===== config.mk =====
export PLATFORM = sky130hd
export DESIGN_NAME = bar_agent
export DESIGN_NICKNAME = d
export VERILOG_FILES = /design/src/rtl/bar_pkg.sv /design/src/rtl/bar_agent.sv /design/src/rtl/bar_sync.sv /design/src/rtl/bar_irq.sv
export SDC_FILE = /design/constraint.sdc
export NUM_CORES = 1
export LEC_CHECK = 0
export BUFFER_PORTS_ARGS = -buffer_cell sky130_fd_sc_hd__buf_2
export CAP_MARGIN = 0
export CORE_ASPECT_RATIO = 0.5
export CORE_MARGIN = 1
export CORE_UTILIZATION = 30
export DETAILED_ROUTE_END_ITERATION = 7
export GPL_TIMING_DRIVEN = 1
export PLACE_DENSITY_LB_ADDON = 0.15
export SKIP_LAST_GASP = 1
export SLEW_MARGIN = 20
export SYNTH_ARGS = -nofsm -noshare
export SYNTH_HDL_FRONTEND = slang
export SYNTH_SLANG_ARGS = --single-unit

===== constraint.sdc =====
create_clock -name ref_clk -period 1.8 [get_ports ref_clk]
set_input_delay 0.09 -clock ref_clk [delete_from_list [all_inputs] [get_ports ref_clk]]
set_output_delay 0.09 -clock ref_clk [all_outputs]
set_load 0.05 [all_outputs]

===== src/rtl/bar_pkg.sv =====
/*
 * Shared constants and types of the bus agent reset and error block:
 * register offsets, control and event bit positions, reset values and
 * cycle counts. Assumes a 125 MHz ref_clk and 32-bit register data.
 */
package bar_pkg;

	localparam int ADDR_W = 8;
	localparam int DATA_W = 32;
	localparam int REQ_W  = 5;
	localparam int RS_W   = 3;

	// Register byte offsets
	localparam logic [ADDR_W-1:0] OFS_CTRL       = 8'h00;
	localparam logic [ADDR_W-1:0] OFS_STATUS     = 8'h04;
	localparam logic [ADDR_W-1:0] OFS_CONFIG     = 8'h08;
	localparam logic [ADDR_W-1:0] OFS_REQ_SEEN   = 8'h0c;
	localparam logic [ADDR_W-1:0] OFS_REQ_DRIVE  = 8'h10;
	localparam logic [ADDR_W-1:0] OFS_RSP_DRIVE  = 8'h14;
	localparam logic [ADDR_W-1:0] OFS_IRQ_STATUS = 8'h18;
	localparam logic [ADDR_W-1:0] OFS_IRQ_ENABLE = 8'h1c;
	localparam logic [ADDR_W-1:0] OFS_IRQ_CLEAR  = 8'h20;

	// Control register fields
	localparam int CTRL_W        = 5;
	localparam int CTRL_MCE_EN   = 0;
	localparam int CTRL_MCE_INT  = 1;
	localparam int CTRL_MCE_INIT = 2;
	localparam int CTRL_MCE_ANY  = 3;
	localparam int CTRL_TCC_EN   = 4;
	localparam logic [CTRL_W-1:0] CTRL_RST = 5'h00;

	// Drive enable bit in the request and response drive registers
	localparam int DRIVE_BIT = 8;

	// Status register fields
	localparam int ST_W          = 6;
	localparam int STS_TCC       = 0;
	localparam int STS_BUS_RST   = 1;
	localparam int STS_PWR_GOOD  = 2;
	localparam int STS_MCE_DRV   = 3;
	localparam int STS_HOT_DRV   = 4;
	localparam int STS_INT_ERR   = 5;

	// Event bits, shared by interrupt status, enable and clear
	localparam int EV_W        = 7;
	localparam int EV_MCE_SEEN = 0;
	localparam int EV_EXT_HOT  = 1;
	localparam int EV_INT_HOT  = 2;
	localparam int EV_REQ      = 3;
	localparam int EV_RSP_PAR  = 4;
	localparam int EV_RST_REL  = 5;
	localparam int EV_RST_LONG = 6;
	localparam logic [EV_W-1:0] EV_RST = 7'h00;

	// Timing
	localparam int CLK_PERIOD_NS     = 8;
	localparam int RESET_MAX_MS      = 10;
	localparam int RESET_MAX_DEF_CYC = RESET_MAX_MS * 1000000 / CLK_PERIOD_NS;
	localparam int RELEASE_MAX_CLK   = 2;
	localparam int MCE_PULSE_CYC     = 4;
	localparam int OWN_ECHO_CYC      = 3;

	typedef enum logic [1:0] {
		ST_RUN   = 2'b01,
		ST_RESET = 2'b10
	} bar_state_t;

endpackage : bar_pkg


===== src/rtl/bar_agent.sv =====
/*
 * Bus agent reset, power-good, machine-check, thermal alert, request
 * command and response status logic. Assumes all bus pins are resolved
 * outside from the output enables, and core-side inputs are on ref_clk.
 */
// Functional notes
// - any agent may drive machine check line
// - machine check assertion enabled or disabled globally
// - internal errors assert machine check with internal error
// - initiator asserts machine check on own transaction error
// - broadest option: assert on any transaction error
// - drive thermal alert at maximum safe temperature
// - external thermal alert engages thermal control circuit
// - thermal control stays active until line released
// - only bus owner drives request command lines
// - capture request command on address strobe edge
// - bus reset gives known state, invalidates without writeback
// - release all bus outputs within two clocks
// - latch configuration inputs at reset release
// - only response agent drives response status lines
// - response parity even-low rule, high when idle
// - soft init active at reset release starts self-test
`timescale 1ns/100ps
module bar_agent
	import bar_pkg::*;
#(
	parameter int CFG_W         = 8,
	parameter int RESET_MAX_CYC = RESET_MAX_DEF_CYC,
	parameter int MCE_PULSE     = MCE_PULSE_CYC
)(
	// Clock and reset
	input  wire logic              ref_clk,
	input  wire logic              sys_rst,
	// Register port
	input  wire logic [ADDR_W-1:0] reg_addr,
	input  wire logic [DATA_W-1:0] reg_wdata,
	input  wire logic              reg_wr,
	input  wire logic              reg_rd,
	output logic      [DATA_W-1:0] reg_rdata,
	output logic                   irq,
	// Core side
	input  wire logic              core_internal_error,
	input  wire logic              txn_error,
	input  wire logic              txn_initiator,
	input  wire logic              bus_owner,
	input  wire logic              resp_agent,
	input  wire logic              temp_at_max,
	output logic                   thermal_control_circuit,
	output logic                   internal_error_n,
	output logic                   cache_invalidate,
	output logic                   bist_start,
	// Machine check line
	input  wire logic              machine_check_error_n_in,
	output logic                   machine_check_error_n_out,
	output logic                   machine_check_error_n_oe,
	// Thermal alert line
	input  wire logic              thermal_alert_n_in,
	output logic                   thermal_alert_n_out,
	output logic                   thermal_alert_n_oe,
	// Reset, power and configuration pins
	input  wire logic              bus_reset_n,
	input  wire logic              power_good_in,
	input  wire logic              soft_init_n,
	input  wire logic [CFG_W-1:0]  config_pins,
	// Request command lines and strobe
	input  wire logic              address_strobe0_n,
	input  wire logic [REQ_W-1:0]  request_cmd_n_in,
	output logic      [REQ_W-1:0]  request_cmd_n_out,
	output logic                   request_cmd_n_oe,
	// Response status and parity
	input  wire logic [RS_W-1:0]   response_status_n_in,
	output logic      [RS_W-1:0]   response_status_n_out,
	output logic                   response_status_n_oe,
	input  wire logic              response_parity_n_in,
	output logic                   response_parity_n_out,
	output logic                   response_parity_n_oe
);

	localparam int LO_W = 1 + RS_W + REQ_W + 4;
	localparam int HI_W = CFG_W + 2;
	localparam int MC_W = $clog2(MCE_PULSE + 1);
	localparam int RC_W = $clog2(RESET_MAX_CYC + 1);
	localparam logic [MC_W-1:0] MCE_LOAD = MC_W'(MCE_PULSE);
	localparam logic [RC_W-1:0] RST_LAST = RC_W'(RESET_MAX_CYC - 1);

	// Synchronised pins
	logic [LO_W-1:0]   lo_s;
	logic [HI_W-1:0]   hi_s;
	logic              mce_s, hot_s, init_n_s, stb_s, rsp_s;
	logic [REQ_W-1:0]  req_s;
	logic [RS_W-1:0]   rs_s;
	logic [CFG_W-1:0]  cfg_s;
	logic              pg_s, bus_rst_obs;

	bar_sync #(.W(LO_W), .INIT({LO_W{1'b1}})) u_sync_lo (
		.ref_clk (ref_clk),
		.sys_rst (sys_rst),
		.d       ({response_parity_n_in, response_status_n_in,
		           request_cmd_n_in, address_strobe0_n, soft_init_n,
		           thermal_alert_n_in, machine_check_error_n_in}),
		.q       (lo_s)
	);

	bar_sync #(.W(HI_W), .INIT({HI_W{1'b0}})) u_sync_hi (
		.ref_clk (ref_clk),
		.sys_rst (sys_rst),
		.d       ({config_pins, power_good_in, bus_reset_n}),
		.q       (hi_s)
	);

	assign {rsp_s, rs_s, req_s, stb_s, init_n_s, hot_s, mce_s} = lo_s;
	assign {cfg_s, pg_s} = hi_s[HI_W-1:1];
	assign bus_rst_obs = ~hi_s[0];

	// Reset sequencing
	bar_state_t state_reg;
	logic       rst_entry, rst_release;

	assign rst_entry   = (state_reg == ST_RUN) && bus_rst_obs;
	assign rst_release = (state_reg == ST_RESET) && !bus_rst_obs;

	always_ff @(posedge ref_clk) begin
		if (sys_rst)
			state_reg <= ST_RESET;
		else
			case (state_reg)
			ST_RUN:   state_reg <= bus_rst_obs ? ST_RESET : ST_RUN;
			ST_RESET: state_reg <= bus_rst_obs ? ST_RESET : ST_RUN;
			default:  state_reg <= ST_RESET;
			endcase
	end

	logic [CFG_W-1:0] cfg_reg;

	always_ff @(posedge ref_clk) begin
		if (sys_rst) begin
			cfg_reg          <= '0;
			bist_start       <= 1'b0;
			cache_invalidate <= 1'b0;
		end else begin
			if (rst_release)
				cfg_reg <= cfg_s;
			bist_start       <= rst_release && !init_n_s;
			cache_invalidate <= rst_entry;
		end
	end

	// Reset held too long while power is good
	logic [RC_W-1:0] rst_cnt_reg;
	logic            rst_long;

	assign rst_long = bus_rst_obs && pg_s && (rst_cnt_reg == RST_LAST);

	always_ff @(posedge ref_clk) begin
		if (sys_rst || !bus_rst_obs || !pg_s)
			rst_cnt_reg <= '0;
		else if (rst_cnt_reg != RST_LAST + 1'b1)
			rst_cnt_reg <= rst_cnt_reg + 1'b1;
	end

	// Software registers
	logic [CTRL_W-1:0] ctrl_reg;
	logic [REQ_W:0]    req_drv_reg;
	logic [RS_W:0]     rsp_drv_reg;

	always_ff @(posedge ref_clk) begin
		if (sys_rst)
			ctrl_reg <= CTRL_RST;
		else if (reg_wr && reg_addr == OFS_CTRL)
			ctrl_reg <= reg_wdata[CTRL_W-1:0];
	end

	always_ff @(posedge ref_clk) begin
		if (sys_rst || bus_rst_obs) begin
			req_drv_reg <= '0;
			rsp_drv_reg <= '0;
		end else if (reg_wr) begin
			if (reg_addr == OFS_REQ_DRIVE)
				req_drv_reg <= {reg_wdata[DRIVE_BIT], reg_wdata[REQ_W-1:0]};
			if (reg_addr == OFS_RSP_DRIVE)
				rsp_drv_reg <= {reg_wdata[DRIVE_BIT], reg_wdata[RS_W-1:0]};
		end
	end

	// Machine check drive
	logic            mce_fire;
	logic [MC_W-1:0] mce_cnt_reg, mce_cnt_next;

	assign mce_fire = ctrl_reg[CTRL_MCE_EN] && !bus_rst_obs &&
		((ctrl_reg[CTRL_MCE_INT] && core_internal_error) ||
		 (ctrl_reg[CTRL_MCE_INIT] && txn_error && txn_initiator) ||
		 (ctrl_reg[CTRL_MCE_ANY] && txn_error));

	always_comb begin
		mce_cnt_next = mce_cnt_reg;
		if (bus_rst_obs)
			mce_cnt_next = '0;
		else if (mce_fire)
			mce_cnt_next = MCE_LOAD;
		else if (mce_cnt_reg != '0)
			mce_cnt_next = mce_cnt_reg - 1'b1;
	end

	always_ff @(posedge ref_clk) begin
		if (sys_rst) begin
			mce_cnt_reg               <= '0;
			machine_check_error_n_oe  <= 1'b0;
			machine_check_error_n_out <= 1'b1;
			internal_error_n          <= 1'b1;
		end else begin
			mce_cnt_reg               <= mce_cnt_next;
			machine_check_error_n_oe  <= mce_cnt_next != '0;
			machine_check_error_n_out <= mce_cnt_next == '0;
			if (bus_rst_obs)
				internal_error_n <= 1'b1;
			else if (core_internal_error)
				internal_error_n <= 1'b0;
		end
	end

	// Thermal alert; own drive echoes back through the pin synchroniser
	logic [OWN_ECHO_CYC-1:0] hot_own_reg, mce_own_reg;
	logic                    ext_hot, ext_hot_d, temp_d, mce_d;

	assign ext_hot = !hot_s && !(|hot_own_reg);

	always_ff @(posedge ref_clk) begin
		if (sys_rst) begin
			thermal_alert_n_oe      <= 1'b0;
			thermal_alert_n_out     <= 1'b1;
			thermal_control_circuit <= 1'b0;
			hot_own_reg             <= '0;
			mce_own_reg             <= '0;
			ext_hot_d               <= 1'b0;
			temp_d                  <= 1'b0;
			mce_d                   <= 1'b1;
		end else begin
			thermal_alert_n_oe  <= temp_at_max && !bus_rst_obs;
			thermal_alert_n_out <= !(temp_at_max && !bus_rst_obs);
			thermal_control_circuit <= ctrl_reg[CTRL_TCC_EN] &&
				(temp_at_max || ext_hot);
			hot_own_reg <= {hot_own_reg[OWN_ECHO_CYC-2:0],
			                thermal_alert_n_oe};
			mce_own_reg <= {mce_own_reg[OWN_ECHO_CYC-2:0],
			                machine_check_error_n_oe};
			ext_hot_d   <= ext_hot;
			temp_d      <= temp_at_max;
			mce_d       <= mce_s;
		end
	end

	// Request command capture on the strobe falling edge
	logic             stb_d, stb_fall;
	logic [REQ_W-1:0] req_seen_reg;

	assign stb_fall = stb_d && !stb_s;

	always_ff @(posedge ref_clk) begin
		if (sys_rst) begin
			stb_d        <= 1'b1;
			req_seen_reg <= '0;
		end else begin
			stb_d <= stb_s;
			if (stb_fall)
				req_seen_reg <= ~req_s;
		end
	end

	// Request and response drive
	logic [RS_W-1:0] rs_next;
	logic            rs_par_err;

	assign rs_next = rsp_drv_reg[RS_W] ? rsp_drv_reg[RS_W-1:0] : '0;
	assign rs_par_err = !response_status_n_oe && (~rs_s != '0) &&
		(rsp_s != ~^(~rs_s));

	always_ff @(posedge ref_clk) begin
		if (sys_rst) begin
			request_cmd_n_oe      <= 1'b0;
			request_cmd_n_out     <= '1;
			response_status_n_oe  <= 1'b0;
			response_status_n_out <= '1;
			response_parity_n_oe  <= 1'b0;
			response_parity_n_out <= 1'b1;
		end else begin
			request_cmd_n_oe <= req_drv_reg[REQ_W] && bus_owner &&
				!bus_rst_obs;
			request_cmd_n_out    <= ~req_drv_reg[REQ_W-1:0];
			response_status_n_oe <= rsp_drv_reg[RS_W] && resp_agent &&
				!bus_rst_obs;
			response_parity_n_oe <= rsp_drv_reg[RS_W] && resp_agent &&
				!bus_rst_obs;
			response_status_n_out <= ~rs_next;
			response_parity_n_out <= ~^rs_next;
		end
	end

	// Interrupts
	logic [EV_W-1:0] ev, irq_status, irq_enable;

	always_comb begin
		ev              = EV_RST;
		ev[EV_MCE_SEEN] = mce_d && !mce_s && !(|mce_own_reg);
		ev[EV_EXT_HOT]  = ext_hot && !ext_hot_d;
		ev[EV_INT_HOT]  = temp_at_max && !temp_d;
		ev[EV_REQ]      = stb_fall;
		ev[EV_RSP_PAR]  = rs_par_err;
		ev[EV_RST_REL]  = rst_release;
		ev[EV_RST_LONG] = rst_long;
	end

	bar_irq #(.W(EV_W)) u_irq (
		.ref_clk    (ref_clk),
		.sys_rst    (sys_rst),
		.event_set  (ev),
		.clear_wr   (reg_wr && reg_addr == OFS_IRQ_CLEAR),
		.enable_wr  (reg_wr && reg_addr == OFS_IRQ_ENABLE),
		.wdata      (reg_wdata[EV_W-1:0]),
		.status_reg (irq_status),
		.enable_reg (irq_enable),
		.irq        (irq)
	);

	// Read data stands only in the cycle after the read strobe
	logic [ST_W-1:0]   sts;
	logic [DATA_W-1:0] rd_val;

	always_comb begin
		sts               = '0;
		sts[STS_TCC]      = thermal_control_circuit;
		sts[STS_BUS_RST]  = bus_rst_obs;
		sts[STS_PWR_GOOD] = pg_s;
		sts[STS_MCE_DRV]  = machine_check_error_n_oe;
		sts[STS_HOT_DRV]  = thermal_alert_n_oe;
		sts[STS_INT_ERR]  = !internal_error_n;
		rd_val = '0;
		case (reg_addr)
		OFS_CTRL:       rd_val[CTRL_W-1:0] = ctrl_reg;
		OFS_STATUS:     rd_val[ST_W-1:0]   = sts;
		OFS_CONFIG:     rd_val[CFG_W-1:0]  = cfg_reg;
		OFS_REQ_SEEN:   rd_val[REQ_W-1:0]  = req_seen_reg;
		OFS_REQ_DRIVE:  rd_val = {{(DATA_W-DRIVE_BIT-1){1'b0}},
			req_drv_reg[REQ_W], {(DRIVE_BIT-REQ_W){1'b0}},
			req_drv_reg[REQ_W-1:0]};
		OFS_RSP_DRIVE:  rd_val = {{(DATA_W-DRIVE_BIT-1){1'b0}},
			rsp_drv_reg[RS_W], {(DRIVE_BIT-RS_W){1'b0}},
			rsp_drv_reg[RS_W-1:0]};
		OFS_IRQ_STATUS: rd_val[EV_W-1:0]   = irq_status;
		OFS_IRQ_ENABLE: rd_val[EV_W-1:0]   = irq_enable;
		default:        rd_val = '0;
		endcase
	end

	always_ff @(posedge ref_clk) begin
		if (sys_rst)
			reg_rdata <= '0;
		else
			reg_rdata <= reg_rd ? rd_val : '0;
	end
endmodule : bar_agent


===== src/rtl/bar_sync.sv =====
/*
 * Two flip-flop synchroniser for a vector of unrelated levels.
 * Assumes each bit is independent; no bus coherency is offered.
 */
`timescale 1ns/100ps
module bar_sync
	import bar_pkg::*;
#(
	parameter int         W    = 1,
	parameter logic [W-1:0] INIT = '0
)(
	// Clock and reset
	input  wire logic         ref_clk,
	input  wire logic         sys_rst,
	// Levels
	input  wire logic [W-1:0] d,
	output logic      [W-1:0] q
);

	logic [W-1:0] meta_reg;

	always_ff @(posedge ref_clk) begin
		if (sys_rst) begin
			meta_reg <= INIT;
			q        <= INIT;
		end else begin
			meta_reg <= d;
			q        <= meta_reg;
		end
	end

endmodule : bar_sync


===== src/rtl/bar_irq.sv =====
/*
 * Sticky event status with enable mask and write-one-to-clear.
 * Assumes events are one-cycle pulses on ref_clk; set wins over clear.
 */
`timescale 1ns/100ps
module bar_irq
	import bar_pkg::*;
#(
	parameter int W = EV_W
)(
	// Clock and reset
	input  wire logic         ref_clk,
	input  wire logic         sys_rst,
	// Events and software access
	input  wire logic [W-1:0] event_set,
	input  wire logic         clear_wr,
	input  wire logic         enable_wr,
	input  wire logic [W-1:0] wdata,
	// State
	output logic      [W-1:0] status_reg,
	output logic      [W-1:0] enable_reg,
	output logic              irq
);

	always_ff @(posedge ref_clk) begin
		if (sys_rst)
			status_reg <= '0;
		else if (clear_wr)
			status_reg <= (status_reg & ~wdata) | event_set;
		else
			status_reg <= status_reg | event_set;
	end

	always_ff @(posedge ref_clk) begin
		if (sys_rst)
			enable_reg <= '0;
		else if (enable_wr)
			enable_reg <= wdata;
	end

	always_ff @(posedge ref_clk) begin
		if (sys_rst)
			irq <= 1'b0;
		else
			irq <= |(status_reg & enable_reg);
	end

endmodule : bar_irq


### Word level (Yosys, flattened, before mapping)

Index checks and enable logic that the tools add are counted.

* $add $sub $neg: 2
* equality and inequality tests: 13
* mux-type cells: 10
* bitwise gates (word level): 13
* reductions and logical operators: 63

Operators by type and width (number)
* $pmux W5 S8: 1
* $eq A8 B5 Y1 const B: 4
* $logic_and A1 B1 Y1: 28
* $add A21 B1 Y21 const B: 1
* $eq A21 B21 Y1 const B: 1
* $ne A21 B21 Y1 const B: 1
* $eq A8 B4 Y1 const B: 2
* $and A7 B7 Y7: 2
* $or A7 B7 Y7: 2
* $logic_not A1 Y1: 12
* $mux W3: 4
* $not A5 Y5: 2
* $reduce_bool A3 Y1: 3
* $reduce_or A3 Y1: 3
* $eq A8 B3 Y1 const B: 1
* $eq A8 B6 Y1 const B: 1
* $logic_not A8 Y1: 1
* $reduce_or A2 Y1: 4
* $mux W7: 1
* $not A7 Y7: 1
* $reduce_or A7 Y1: 1
* $logic_or A1 B1 Y1: 6
* $not A3 Y3: 2
* $reduce_xnor A3 Y1: 2
* other kinds (11): 15

* flip-flop bits (word level): 176
* input bits: 73
* output and inout bits: 53

### Depth between registers and ports, before layout

* depth in word-level cells: 8
* gate-level depth with buffers: 7
* depth with buffers taken out: 6

### Modules after synthesis

From an unflattened synthesis, not the netlist that was laid out.

* cells, all modules: 604
* area, all modules: 5978.2 um^2

By module, submodules not included
* bar_agent: instances 1, cells an instance 459, area an instance 4088.9 um^2
* bar_sync at u_sync_lo: instances 1, cells an instance 54, area an instance 705.7 um^2
* bar_sync at u_sync_hi: instances 1, cells an instance 42, area an instance 618.1 um^2
* bar_irq: instances 1, cells an instance 49, area an instance 565.5 um^2

### Least setup slack after synthesis

Ideal clock, no wire load.

* kind: in2reg
* start: input reg_addr[6]
* end: register u_irq.enable_reg[0]
* library setup time: 0.128 ns
* arrival: 1.407 ns
* required time: 1.672 ns
* setup slack: 0.265 ns
* cell stages on the path: 5
* cell sequence: or3_1 buf_6 nor4_4 mux2i_1 nor2_1

* longest elaborated chain between the ends: 2

Ends and longest elaborated chain
* start: declaration: line bar_agent.sv:35 `input wire logic [ADDR_W-1:0] reg_addr,`
* $eq A8 B5 Y1: line bar_agent.sv:317 `.enable_wr (reg_wr && reg_addr == OFS_IRQ_ENABLE),`
* $logic_and A1 B1 Y1: line bar_agent.sv:317
* end signal: assignment: line bar_irq.sv:38 `enable_reg <= wdata;`
* end: declaration: line bar_irq.sv:21 `output logic [W-1:0] enable_reg,`

Every way passes these cells.
A chain may end at the register's enable or synchronous reset.

### Worst setup path after layout

* start: register rst_cnt_reg[1]
* end: register u_irq.status_reg[6]

* longest elaborated chain between the ends: 4

Ends and longest elaborated chain
* start: declaration: line bar_agent.sv:149 `logic [RC_W-1:0] rst_cnt_reg;`
* start signal: assignment: line bar_agent.sv:158 `rst_cnt_reg <= rst_cnt_reg + 1'b1;`
* $eq A21 B21 Y1 *: line bar_agent.sv:152 `assign rst_long = bus_rst_obs && pg_s && (rst_cnt_reg == RST_LAST);`
* $logic_and A1 B1 Y1 *: line bar_agent.sv:152
* $or A7 B7 Y7 (on tied branches): line bar_irq.sv:31, bar_irq.sv:29
* $mux W7 *: line bar_irq.sv:28 `else if (clear_wr)`
* end signal: assignment: line bar_irq.sv:29 `status_reg <= (status_reg & ~wdata) | event_set;`
* end signal: assignment: line bar_irq.sv:31 `status_reg <= status_reg | event_set;`
* end: declaration: line bar_irq.sv:20 `output logic [W-1:0] status_reg,`

Every way passes the cells marked *; elsewhere a longest branch is shown, timed or not.

==> results.json <==
{
  "outcome": "complete, no violations",
  "setup_tns_ns": 0,
  "hpwl_um": 10100,
  "synth_top_family_by_area": "simple AND/OR/NAND/NOR gates",
  "grt_pass1_vias": 4151,
  "drt_iter0_drc": 156,
  "min_path_cells": 3,
  "synth_cell_types": 50,
  "synthXorXnorAreaFrac": 0.0266,
  "rr_startpoint": "rst_cnt_reg[1]$_SDFFE_PP0P_",
  "post-route-period-util": 0.900,
  "synth_seq_area_share": 0.517,
  "layout-drive-gt1-share": 0.240,
  "regArea_um2": 3060,
  "worstSetupEndpointType": "flip-flop",
  "grt_first_pass_wirelength_um": 22000,
  "ant_nets": 0,
  "synth_flop_cell": "dfxtp_1",
  "fin_crit_ns": 1.62,
  "n_antenna_cell": 0,
  "synth_area_um2": 5930,
  "die_width_um": 201,
  "ff2ff_path_depth": 4,
  "fill_cells": 1916,
  "initial_utilization": 0.314,
  "placed_area_um2": 6620,
  "slowest_stage": "or4_1",
  "fin_nets": 805,
  "root_buffer": "clkbuf_16",
  "worst_slack_ns": 0.179,
  "grt_usage": 0.142,
  "critPathMaxFanout": 6,
  "syn_inst": 602,
  "cap_viol_max_count": 0,
  "reg2reg_slack_ns": 0.18,
  "gp_congestion": 0.808,
  "worstMarginPinSlew_ns": 0.537,
  "finalClockSkew_ns": 0.00833,
  "grt.overflow.total": 0,
  "cts_buffers": 17,
  "antenna_found_initial": 0,
  "finalSetupViolCount": 0,
  "cts_htree_levels": 4,
  "synth_top_area_frac": 0.517,
  "area_growth_pct": 26.4,
  "die_area_um2": 20400,
  "route.detailed.drc": 0,
  "yosysWarnings": 0,
  "synth_seq_cells": 153,
  "drv_slew": 0,
  "max_slew_margin": 0.641,
  "irDropWorstVdd_mv": 0.595,
  "wire_per_inst_um": 13.9,
  "hp-class": "in -> reg",
  "multi_input_area_um2": 2590,
  "port_buffers": 78,
  "clkTransAtPathRegs_ns": 0.07,
  "hp-start": "reg_wdata[0]",
  "largest_reg_flops": 21,
  "ctsResizeCount": 0,
  "hold_end": "u_irq.enable_reg[0]$_SDFFE_PP0P_",
  "vias_per_cell": 4.40,
  "synth_edf_count": 0,
  "syn_avg_cell_area_um2": 9.84,
  "clock.fmax_mhz": 617,
  "reg2reg_to": "u_irq.status_reg[6]$_SDFF_PP0_",
  "synth-compound-area-share": 0.0741,
  "synth_top_cells_by_area": "dfxtp_1 52%, mux2i_1 5.2%, nor2b_1 3.7%",
  "grt_setup_unrepaired": "false",
  "p_leak_nw": 2.94,
  "clock_sinks": 153,
  "muxShareOfSynthArea": 0.0752,
  "synth-simple-area-share": 0.230,
  "cpPeakStageDelay_ns": 0.60,
  "synth_fa_ha_area_frac": 0.0169,
  "num_vias": 4385,
  "crit_chain": "ha_1, nand3_1, or4_1, nand2_1",
  "chipHeight_um": 101,
  "grt_max_degree": 52,
  "final_area_um2": 7490,
  "crit_path_start_kind": "flip-flop",
  "p_per_area_nw_per_um2": 981,
  "async_flop_share": 0,
  "io_pins": 126,
  "critPathRequiredTime_ns": 2.16,
  "drt_first_pass_iters": 4,
  "postCtsHoldBufs": 31,
  "coreArea_um2": 18900,
  "netlist.top_cell.by_area": "dfxtp_1",
  "final_core_util": 0.397,
  "routed_wl_um": 13900,
  "finalHoldViolCount": 0,
  "critPathKind": "reg -> reg",
  "clk_latency_ns": 0.42,
  "clockBufferDepth": 2,
  "cts_tree": "yes",
  "arrival_ns": 1.99,
  "power_mw": 7.35,
  "post_cts_buffers": 0,
  "pre_cts_ws_ns": 0.131,
  "rows": 35
}
==> synthesized netlist by cell type, types with 4 or more instances <==
cell / instances
nor3_1: 10
dfxtp_1: 153
a21oi_1: 25
ha_1: 8
nand2_1: 34
nand4_1: 14
nor4_1: 4
xor2_1: 7
o21ai_0: 11
a211oi_1: 9
buf_4: 24
mux2_2: 8
and2_1: 4
and3_1: 7
nand3_1: 13
nor2_1: 54
clkbuf_1: 20
a22oi_1: 4
nand3b_1: 4
mux2i_1: 31
and4_1: 6
or2_2: 31
nand2b_1: 12
xnor2_1: 11
inv_1: 17
nor2b_1: 35
==> where the power goes <==
group          total (mW)  switching, mW  internal [mW]  leakage, nW
Clock                3.40           1.57           1.83        0.271
Combinational       0.471          0.287          0.184         1.43
Sequential           3.49         0.0302           3.46         1.25
==> cells in the final DEF (no fill, tap or decap), types with 12 or more instances in the layout <==
cell | Yosys | final
buf_2 | 3 | 78
dlygate4sd3_1 | 0 | 31
conb_1 | 1 | 23
nand2b_1 | 12 | 12
nand3_1 | 13 | 13
nand4_1 | 14 | 14
buf_4 | 24 | 22
clkbuf_16 | 0 | 17
dfxtp_1 | 153 | 153
a21oi_1 | 25 | 25
nor2_1 | 54 | 54
mux2i_1 | 31 | 31
or2_2 | 31 | 31
nor2b_1 | 35 | 35
nand2_1 | 34 | 34
inv_1 | 17 | 17
==> logic make-up (layout without fill, tap and decap cells) <==
logic type / after synthesis / count (layout)
other: 1 / 23
and+or+nand+nor: 243 / 243
adders and majority gates: 8 / 8
muxes: 41 / 41
DFF: 153 / 153
xor gates and xnor gates: 18 / 18
buffers and inverters: 68 / 181
AOI/OAI and AO/OA: 70 / 70
==> metrics by stage <==
stage | hold WS, ns | std cells
4_1_cts | 0.00433 | 996
2_1_floorplan | 0.190 | 624
3_5_place_dp | 0.278 | 933
3_3_place_gp | 0.275 | 933
5_1_grt | 0.00689 | 996
6_report | 0.0199 | 996
==> how the worst max path moves through the flow <==
stage,from,end,cells past startpoint
2_1_floorplan,reg_addr[6],u_irq.enable_reg[0]$_SDFFE_PP0P_,5
3_3_place_gp,reg_addr[6],u_irq.enable_reg[5]$_SDFFE_PP0P_,6
3_5_place_dp,reg_addr[6],rsp_drv_reg[3]$_SDFFE_PP0P_,5
4_1_cts,rst_cnt_reg[1]$_SDFFE_PP0P_,u_irq.status_reg[6]$_SDFF_PP0_,4
5_1_grt,rst_cnt_reg[1]$_SDFFE_PP0P_,u_irq.status_reg[6]$_SDFF_PP0_,4
6_report,rst_cnt_reg[1]$_SDFFE_PP0P_,u_irq.status_reg[6]$_SDFF_PP0_,4
==> cell type report <==
cell class	instances	area share
clock buffer	18	0.0573
clock inverter	14	0.0182
inverter	17	0.00852
multi-input combinational	403	0.346
sequential	153	0.409
tap	259	0.0433
timing repair buffer	132	0.118
==> critical path, delay by kind of cell, from the launching register on <==
kind	cells	cell delay, ns
fa+ha+maj	1	0.23
simple gates	3	0.92
flops	1	0.42
==> metal layers <==
metal  global-route usage  wire length (µm)
met3               0.0367               508
met2                0.220              5990
met4               0.0523               193
met5                    0                 0
met1                0.192              7190
No activity file was read; power rests on OpenSTA's default activity.
